==> src/tcpd_map.vh <==
`ifndef TCPD_MAP_VH
`define TCPD_MAP_VH

// clock and timing
`define TCPD_CLK_MHZ    100
`define TCPD_HOLD_MS    4000
`define TCPD_HOLD_CYC   (`TCPD_HOLD_MS * 1000 * `TCPD_CLK_MHZ)
`define TCPD_DEB_MS     10
`define TCPD_DEB_CYC    (`TCPD_DEB_MS * 1000 * `TCPD_CLK_MHZ)

// register offsets
`define TCPD_OFS_STAT   4'h0
`define TCPD_OFS_DEF    4'h4
`define TCPD_OFS_PRE0   4'h8
`define TCPD_OFS_PRE1   4'hC

// factory register: per axis byte, range index [5:0], direction [6]
`define TCPD_AX_STRIDE  8
`define TCPD_F_RNG_W    6
`define TCPD_F_DIR      6
`define TCPD_F_OVF      7
`define TCPD_F_PAT      16
`define TCPD_DEF_RST    32'h0000_6262

// range and scaling, angles in 0.01 degree units
`define TCPD_HALF_MIN   16'h01F4
`define TCPD_HALF_STEP  16'h00FA
`define TCPD_RNG_MAX    6'h22
`define TCPD_FINE_SPAN  17'h01000
`define TCPD_CODE_MAX   12'hFFF
`define TCPD_OVF_CODE   12'hFFF
`define TCPD_DIV_STEPS  4'hC

// input patterns, bit 0 is input zero
`define TCPD_P_NONE     3'h0
`define TCPD_P_DIR0     3'h1
`define TCPD_P_PRE0     3'h2
`define TCPD_P_INC0     3'h4
`define TCPD_P_DIR1     3'h3
`define TCPD_P_PRE1     3'h5
`define TCPD_P_INC1     3'h6
`define TCPD_P_DEF      3'h7

`endif

==> src/tcpd_top.v <==
// The register addresses and the strobed register port were chosen for this implementation.
`timescale 1ns/10ps
`default_nettype none
`include "tcpd_map.vh"

module tcpd_top #(
    parameter        TWO_AXES = 1,
    parameter [31:0] HOLD_CYC = `TCPD_HOLD_CYC,
    parameter [31:0] DEB_CYC  = `TCPD_DEB_CYC
) (
    input  wire        sys_clk_i,
    input  wire        rst_n_i,
    input  wire        config_input_zero_i,
    input  wire        config_input_one_i,
    input  wire        config_input_two_i,
    input  wire [31:0] angle_i,
    input  wire [3:0]  reg_addr_i,
    input  wire [31:0] reg_wdata_i,
    input  wire        reg_wr_i,
    input  wire        reg_rd_i,
    output wire [31:0] reg_rdata_o,
    output wire [23:0] axis_code_o,
    output wire [1:0]  axis_ovf_o,
    output wire [1:0]  axis_upd_o
);

    localparam [2:0] ST_IDLE = 3'b001;
    localparam [2:0] ST_HOLD = 3'b010;
    localparam [2:0] ST_DONE = 3'b100;
    // reset image of the factory word, bit-selectable per axis
    localparam [31:0] DEF_RST = `TCPD_DEF_RST;

    ////////////////////////////////////////////////////////////////
    // reset release
    // asserts at once, releases on the clock so no flop sees a runt edge
    reg  [1:0]  rst_pipe_reg;
    wire        rst_n;

    always @(posedge sys_clk_i or negedge rst_n_i) begin
        if (!rst_n_i) begin
            rst_pipe_reg <= 2'b00;
        end else begin
            rst_pipe_reg <= {rst_pipe_reg[0], 1'b1};
        end
    end

    assign rst_n = rst_pipe_reg[1];

    ////////////////////////////////////////////////////////////////
    // input synchroniser and debounce
    // settle count masks switch bounce on the level pins
    reg  [2:0]  sync1_reg;
    reg  [2:0]  sync2_reg;
    reg  [2:0]  cand_reg;
    reg  [31:0] deb_cnt_reg;
    reg  [2:0]  pat_reg;

    always @(posedge sys_clk_i or negedge rst_n) begin
        if (!rst_n) begin
            sync1_reg   <= 3'h0;
            sync2_reg   <= 3'h0;
            cand_reg    <= 3'h0;
            deb_cnt_reg <= 32'h0000_0000;
            pat_reg     <= 3'h0;
        end else begin
            sync1_reg <= {config_input_two_i, config_input_one_i,
                          config_input_zero_i};
            sync2_reg <= sync1_reg;
            // a bounce restarts the settle count
            if (sync2_reg != cand_reg) begin
                cand_reg    <= sync2_reg;
                deb_cnt_reg <= 32'h0000_0000;
            end else if (deb_cnt_reg < DEB_CYC - 32'h1) begin
                deb_cnt_reg <= deb_cnt_reg + 32'h1;
            end else begin
                pat_reg <= cand_reg;
            end
        end
    end

    ////////////////////////////////////////////////////////////////
    // hold timer
    // counted after debounce, so a command takes slightly over the hold
    reg  [2:0]  state_reg;
    reg  [2:0]  state_next;
    reg  [2:0]  held_reg;
    reg  [2:0]  held_next;
    reg  [31:0] hold_cnt_reg;
    reg  [31:0] hold_cnt_next;
    reg         exec_reg;
    reg         exec_next;
    reg  [2:0]  exec_pat_reg;
    reg  [2:0]  exec_pat_next;

    always @* begin
        state_next    = state_reg;
        held_next     = held_reg;
        hold_cnt_next = hold_cnt_reg;
        exec_next     = 1'b0;
        exec_pat_next = exec_pat_reg;
        case (state_reg)
            ST_IDLE: begin
                if (pat_reg != `TCPD_P_NONE) begin
                    held_next     = pat_reg;
                    hold_cnt_next = 32'h0000_0000;
                    state_next    = ST_HOLD;
                end
            end
            ST_HOLD: begin
                if (pat_reg == `TCPD_P_NONE) begin
                    state_next = ST_IDLE;
                end else if (pat_reg != held_reg) begin
                    // a late second input restarts the hold
                    held_next     = pat_reg;
                    hold_cnt_next = 32'h0000_0000;
                end else if (hold_cnt_reg >= HOLD_CYC - 32'h1) begin
                    exec_next     = 1'b1;
                    exec_pat_next = held_reg;
                    state_next    = ST_DONE;
                end else begin
                    hold_cnt_next = hold_cnt_reg + 32'h1;
                end
            end
            ST_DONE: begin
                // no repeat while any input stays high
                if (pat_reg == `TCPD_P_NONE) begin
                    state_next = ST_IDLE;
                end
            end
            default: begin
                state_next = ST_IDLE;
            end
        endcase
    end

    always @(posedge sys_clk_i or negedge rst_n) begin
        if (!rst_n) begin
            state_reg    <= ST_IDLE;
            held_reg     <= 3'h0;
            hold_cnt_reg <= 32'h0000_0000;
            exec_reg     <= 1'b0;
            exec_pat_reg <= 3'h0;
        end else begin
            state_reg    <= state_next;
            held_reg     <= held_next;
            hold_cnt_reg <= hold_cnt_next;
            exec_reg     <= exec_next;
            exec_pat_reg <= exec_pat_next;
        end
    end

    ////////////////////////////////////////////////////////////////
    // command decode
    wire        cmd_def;
    wire        two_ax;

    assign two_ax  = (TWO_AXES != 0);
    assign cmd_def = exec_reg && (exec_pat_reg == `TCPD_P_DEF);

    ////////////////////////////////////////////////////////////////
    // factory settings register
    reg  [31:0] def_reg;
    reg  [31:0] rdata_reg;
    wire [15:0] stat_w;
    wire [31:0] pre_w;

    always @(posedge sys_clk_i or negedge rst_n) begin
        if (!rst_n) begin
            def_reg <= `TCPD_DEF_RST;
        end else if (reg_wr_i && reg_addr_i == `TCPD_OFS_DEF) begin
            def_reg <= reg_wdata_i;
        end
    end

    ////////////////////////////////////////////////////////////////
    // per-axis settings and scaling
    genvar a;
    generate
        for (a = 0; a < 2; a = a + 1) begin : g_ax
            wire [2:0]         p_dir;
            wire [2:0]         p_pre;
            wire [2:0]         p_inc;
            wire               en;
            wire               c_dir;
            wire               c_pre;
            wire               c_inc;
            wire [7:0]         dflt;
            wire signed [15:0] ang;
            wire [15:0]        half;
            wire signed [17:0] dev;
            wire signed [17:0] rel;
            wire [16:0]        span;
            wire               ovf;
            wire [26:0]        num;
            wire               ge;
            wire [11:0]        q_nx;
            reg                dir_reg;
            reg  [5:0]         rng_reg;
            reg  signed [15:0] pre_reg;
            reg  [3:0]         cnt_reg;
            reg  [26:0]        rem_reg;
            reg  [26:0]        dsh_reg;
            reg  [11:0]        q_reg;
            reg                ovf_l_reg;
            reg                fine_l_reg;
            reg  [11:0]        rel_l_reg;
            reg  [11:0]        code_reg;
            reg                ovf_reg;
            reg                upd_reg;

            assign p_dir = (a == 0) ? `TCPD_P_DIR0 : `TCPD_P_DIR1;
            assign p_pre = (a == 0) ? `TCPD_P_PRE0 : `TCPD_P_PRE1;
            assign p_inc = (a == 0) ? `TCPD_P_INC0 : `TCPD_P_INC1;
            // single-axis build never decodes second-axis patterns
            assign en    = (a == 0) || two_ax;
            assign c_dir = en && exec_reg && exec_pat_reg == p_dir;
            assign c_pre = en && exec_reg && exec_pat_reg == p_pre;
            assign c_inc = en && exec_reg && exec_pat_reg == p_inc;
            assign dflt  = def_reg[a*`TCPD_AX_STRIDE +: 8];
            assign ang   = angle_i[a*16 +: 16];

            always @(posedge sys_clk_i or negedge rst_n) begin
                if (!rst_n) begin
                    dir_reg <= DEF_RST[a*`TCPD_AX_STRIDE+`TCPD_F_DIR];
                    rng_reg <= DEF_RST[a*`TCPD_AX_STRIDE +: 6];
                    pre_reg <= 16'h0000;
                end else if (cmd_def) begin
                    dir_reg <= dflt[`TCPD_F_DIR];
                    if (dflt[`TCPD_F_RNG_W-1:0] > `TCPD_RNG_MAX) begin
                        // a factory word past the top range is held at the top
                        rng_reg <= `TCPD_RNG_MAX;
                    end else begin
                        rng_reg <= dflt[`TCPD_F_RNG_W-1:0];
                    end
                    pre_reg <= 16'h0000;
                end else if (c_dir) begin
                    dir_reg <= ~dir_reg;
                end else if (c_pre) begin
                    pre_reg <= ang;
                end else if (c_inc) begin
                    if (rng_reg >= `TCPD_RNG_MAX) begin
                        rng_reg <= 6'h00;
                    end else begin
                        rng_reg <= rng_reg + 6'h01;
                    end
                end
            end

            // half span = 5.00 + 2.50 * index degrees
            assign half = `TCPD_HALF_MIN
                        + {10'h000, rng_reg} * `TCPD_HALF_STEP;
            assign span = {half, 1'b0};
            assign dev  = {{2{ang[15]}}, ang} - {{2{pre_reg[15]}}, pre_reg};
            // ccw: rising with angle, cw: falling
            assign rel  = dir_reg ? ({2'b00, half} + dev)
                                  : ({2'b00, half} - dev);
            assign ovf  = rel[17] || (rel > $signed({1'b0, span}));
            // rel * 4095 as shift and subtract
            assign num  = {rel[14:0], 12'h000} - {12'h000, rel[14:0]};
            assign ge   = rem_reg >= dsh_reg;
            assign q_nx = {q_reg[10:0], ge};

            // serial divide: trades latency for no wide divider
            always @(posedge sys_clk_i or negedge rst_n) begin
                if (!rst_n) begin
                    cnt_reg    <= 4'h0;
                    rem_reg    <= 27'h0;
                    dsh_reg    <= 27'h0;
                    q_reg      <= 12'h000;
                    ovf_l_reg  <= 1'b0;
                    fine_l_reg <= 1'b0;
                    rel_l_reg  <= 12'h000;
                    code_reg   <= 12'h000;
                    ovf_reg    <= 1'b0;
                    upd_reg    <= 1'b0;
                end else begin
                    upd_reg <= 1'b0;
                    if (cnt_reg == 4'h0) begin
                        rem_reg    <= num;
                        dsh_reg    <= {1'b0, span[14:0], 11'h000};
                        q_reg      <= 12'h000;
                        ovf_l_reg  <= ovf;
                        fine_l_reg <= span < `TCPD_FINE_SPAN;
                        rel_l_reg  <= rel[11:0];
                        cnt_reg    <= `TCPD_DIV_STEPS;
                    end else begin
                        if (ge) begin
                            rem_reg <= rem_reg - dsh_reg;
                        end
                        dsh_reg <= {1'b0, dsh_reg[26:1]};
                        q_reg   <= q_nx;
                        cnt_reg <= cnt_reg - 4'h1;
                        if (cnt_reg == 4'h1) begin
                            upd_reg <= 1'b1;
                            ovf_reg <= ovf_l_reg;
                            if (ovf_l_reg) begin
                                code_reg <= `TCPD_OVF_CODE;
                            end else if (fine_l_reg) begin
                                // narrow range: one code per 0.01 degree
                                code_reg <= rel_l_reg;
                            end else begin
                                code_reg <= q_nx;
                            end
                        end
                    end
                end
            end

            assign axis_code_o[a*12 +: 12] = code_reg;
            assign axis_ovf_o[a]           = ovf_reg;
            assign axis_upd_o[a]           = upd_reg;
            assign stat_w[a*8 +: 8]        = {ovf_reg, dir_reg, rng_reg};
            assign pre_w[a*16 +: 16]       = pre_reg;
        end
    endgenerate

    ////////////////////////////////////////////////////////////////
    // register read port
    // idle cycles read zero so no stale word lingers on the port
    always @(posedge sys_clk_i or negedge rst_n) begin
        if (!rst_n) begin
            rdata_reg <= 32'h0000_0000;
        end else if (reg_rd_i) begin
            case (reg_addr_i)
                `TCPD_OFS_STAT: begin
                    rdata_reg <= {13'h0000, pat_reg, stat_w};
                end
                `TCPD_OFS_DEF: begin
                    rdata_reg <= def_reg;
                end
                `TCPD_OFS_PRE0: begin
                    rdata_reg <= {{16{pre_w[15]}}, pre_w[15:0]};
                end
                `TCPD_OFS_PRE1: begin
                    rdata_reg <= {{16{pre_w[31]}}, pre_w[31:16]};
                end
                default: begin
                    rdata_reg <= 32'h0000_0000;
                end
            endcase
        end else begin
            rdata_reg <= 32'h0000_0000;
        end
    end

    assign reg_rdata_o = rdata_reg;

endmodule

`default_nettype wire

==> config.mk <==
export PLATFORM = sky130hd
export DESIGN_NAME = tcpd_top
export DESIGN_NICKNAME = d
export VERILOG_FILES = /design/src/tcpd_top.v
export VERILOG_INCLUDE_DIRS = /design/src /design/src/src
export SDC_FILE = /design/constraint.sdc
export NUM_CORES = 1
export LEC_CHECK = 0
export BUFFER_PORTS_ARGS = -buffer_cell sky130_fd_sc_hd__buf_2
export CAP_MARGIN = 30
export CORE_MARGIN = 5
export CORE_UTILIZATION = 48
export DETAILED_ROUTE_END_ITERATION = 8
export SYNTH_ARGS = -nofsm -noshare
export SYNTH_HDL_FRONTEND = slang
export SYNTH_SLANG_ARGS = --single-unit
==> constraint.sdc <==
create_clock -name sys_clk_i -period 13.22 [get_ports sys_clk_i]
set_input_delay 0.661 -clock sys_clk_i [delete_from_list [all_inputs] [get_ports sys_clk_i]]
set_output_delay 0.661 -clock sys_clk_i [all_outputs]
set_load 0.005 [all_outputs]
==> results.ini <==
[die]
coreArea_um2 = 56280
die_area_um2 = 61570
std_cell_rows = 87
pin_count = 135
die_w_um = 248.1
initial_core_util = 0.4836
fp.dieH_um = 248.1

[timing]
hold_viol_final = 0
slew_headroom = 0.3112
setup_ws_ns = 4.653
setup_viol = 0
fin_skew_ns = 0.02413
worst_pin_slew_ns = 1.033
min_period_ns = 8.567
maxSlewViolCount = 0
fmax_mhz = 116.7
rsz0062_at_grt = false
fin_setup_tns_ns = 0
finalCritPeriodShare = 0.6480

[setup_path]
reg2regPathDepth = 28
r2r-start = g_ax[1].rng_reg[0]
path_max_fanout = 14
cp-end-kind = register
worstPathArrival_ns = 8.98
regToRegSetupSlack_ns = 4.65
reg2reg_to = g_ax[1].rem_reg[25]
cpMaxStageDelayCell = fa_1
required_ns = 13.63
slowest_delay_ns = 0.77
crit_path_start_kind = register
crit_type = reg2reg

[global_route]
grt_overflow = 0
antenna_found_initial = 9
track_usage = 0.2415
grt_max_degree = 165
grt_first_pass_wirelength_um = 121200
grt_pass1_vias = 22460

[place]
routabilityCongestion = 0.9202
port_buffers = 134
dp.final_hpwl_um = 56490
dpl_worst_slack_ns = 4.774

[logic_synthesis]
yosysMostFrequentCell = dfrtp_1
synth_cell_types = 87
syn_avg_cell_area_um2 = 8.809
ys.flop_type = dfrtp_1
synth-compound-area-share = 0.1900
yosys_warnings = 0
synth-simple-area-share = 0.1721
seq_area_frac_synth = 0.3592
synth_top_family_by_area = compound AO/OA/AOI/OAI gates
muxShareOfSynthArea = 0.02280
ys_async_sr_fraction = 1.000
syn_nets = 3423
syn_area_um2 = 27220
synth_top_cell_by_area = dfrtp_1
synth_seq_cells = 390
synth_top_area_frac = 0.3466
synth_edf_count = 0
synthAdderAreaFrac = 0.1287
synth.top_cells.by_count = dfrtp_1, nor2_1, inv_1, a21oi_1, nand2_1
synth_area_leaders = dfrtp_1, ha_1, a21oi_1
synth_xor_area_frac = 0.07130
syn_inst = 3090

[min_path]
whs_endpoint = sync1_reg[1]
hold_path.class = in2reg
hp-start = config_input_one_i
whs_path_depth = 1

[final_layout]
ff_latch_area_um2 = 9779
largest_reg_flops = 54
drive_gt1_frac = 0.1074
nets = 3517
fill_cells = 5270
multi_input_area_um2 = 15980
synthToLayoutAreaGrowth_pct = 11.09

[clock_network]
cts_setup_buffers = 0
cts_sinks = 390
clk_latency_ns = 0.59
cts-buffers-inserted = 46
post_cts_resized = 0
cts_root_buffer = clkbuf_16
hold_buffers = 1
clockBufferDepth = 3
cts_tree = built
clk_pin_slew_ns = 0.07
h-tree-depth = 2

[drt]
drcViolationCount = 0
routedWlPerCell_um = 18.72
ant_nets = 0
drt-total-wl_um = 74520
drt_iter0_markers = 1575
vias = 22620
drt-pass1-iter-count = 7
viasPerCell = 5.682

[pwr]
ir_drop_mv = 0.1545
cellLeakagePower_nw = 13.87
pwr_density_cell_nw_per_um2 = 150.4

[outcome]
status = complete, no violations

[run]
maxCapViolations = 0

==> stage by stage <==
stage | hold slack [ns] | util | cell area (um^2) | power [mW] | std cells
5_1_grt | 0.1550 | 0.5372 | 30230 | 4.859 | 3978
6_report | 0.1766 | 0.5373 | 30240 | 4.547 | 3981
4_1_cts | 0.1389 | 0.5371 | 30230 | 4.571 | 3977
3_3_place_gp | 0.2857 | 0.5080 | 28590 | 3.197 | 3886
3_5_place_dp | 0.2902 | 0.5091 | 28650 | 3.227 | 3890
2_1_floorplan | 0.3312 | - | 27220 | 2.817 | 3090
==> layer usage <==
metal / GRT usage / routed length (um)
met5: 0 / 54
met4: 0.06021 / 1739
met3: 0.03873 / 4183
met2: 0.3950 / 34370
met1: 0.3383 / 34180
==> where the power goes <==
part           internal [mW]  total [mW]  switching (mW)
registers               1.37        1.49           0.121
clock network          0.774        1.31           0.538
logic                  0.734        1.74            1.00
==> final cells by class <==
class | instances | area share
antenna | 3 | 0.0002483
clock buffer | 61 | 0.04295
clock inverter | 25 | 0.008772
inverter | 264 | 0.03277
multi-input combinational | 2314 | 0.5285
sequential | 390 | 0.3234
tap | 756 | 0.03128
timing repair buffer | 168 | 0.03207
==> cell usage in the layout, fill, tap and decap left out, drive strengths merged, types with 47 or more instances in the layout <==
cell type	n
a211oi	88
a21o	47
a21oi	255
buf	166
clkbuf	62
dfrtp	377
ha	224
inv	266
mux2	48
nand2	253
nand2b	49
nand3	67
nor2	275
nor2b	89
nor3	63
o21ai	163
xnor2	114
xor2	105
==> kinds of logic after synthesis <==
| kind of cell | Yosys count |
|---|---|
| compound gates | 807 |
| simple gates | 971 |
| flops | 390 |
| other cells | 1 |
| fa+ha+maj | 260 |
| xor+xnor | 219 |
| mux | 56 |
| buf+inv | 386 |
==> critical path: cells and delay by family (launching register included) <==
kind | cells | cell delay (ns)
compound gates | 8 | 1.81
flops | 1 | 0.58
xor+xnor | 3 | 0.63
simple gates | 9 | 2.21
buf+inv | 1 | 0.12
fa+ha+maj | 7 | 2.98
==> worst max-delay path by stage <==
stage / startpoint / endpoint / slack, ns / depth (start not counted)
2_1_floorplan: rst_pipe_reg[1] / cand_reg[0] / 1.57 / 0
3_3_place_gp: g_ax[1].rng_reg[0] / g_ax[1].rem_reg[25] / 5.09 / 28
3_5_place_dp: g_ax[1].rng_reg[0] / g_ax[1].rem_reg[19] / 4.77 / 29
4_1_cts: g_ax[1].rng_reg[0] / g_ax[1].rem_reg[25] / 4.75 / 28
5_1_grt: g_ax[1].rng_reg[0] / g_ax[1].rem_reg[19] / 3.95 / 29
6_report: g_ax[1].rng_reg[0] / g_ax[1].rem_reg[25] / 4.65 / 28
(Power assumes the default switching activity.)
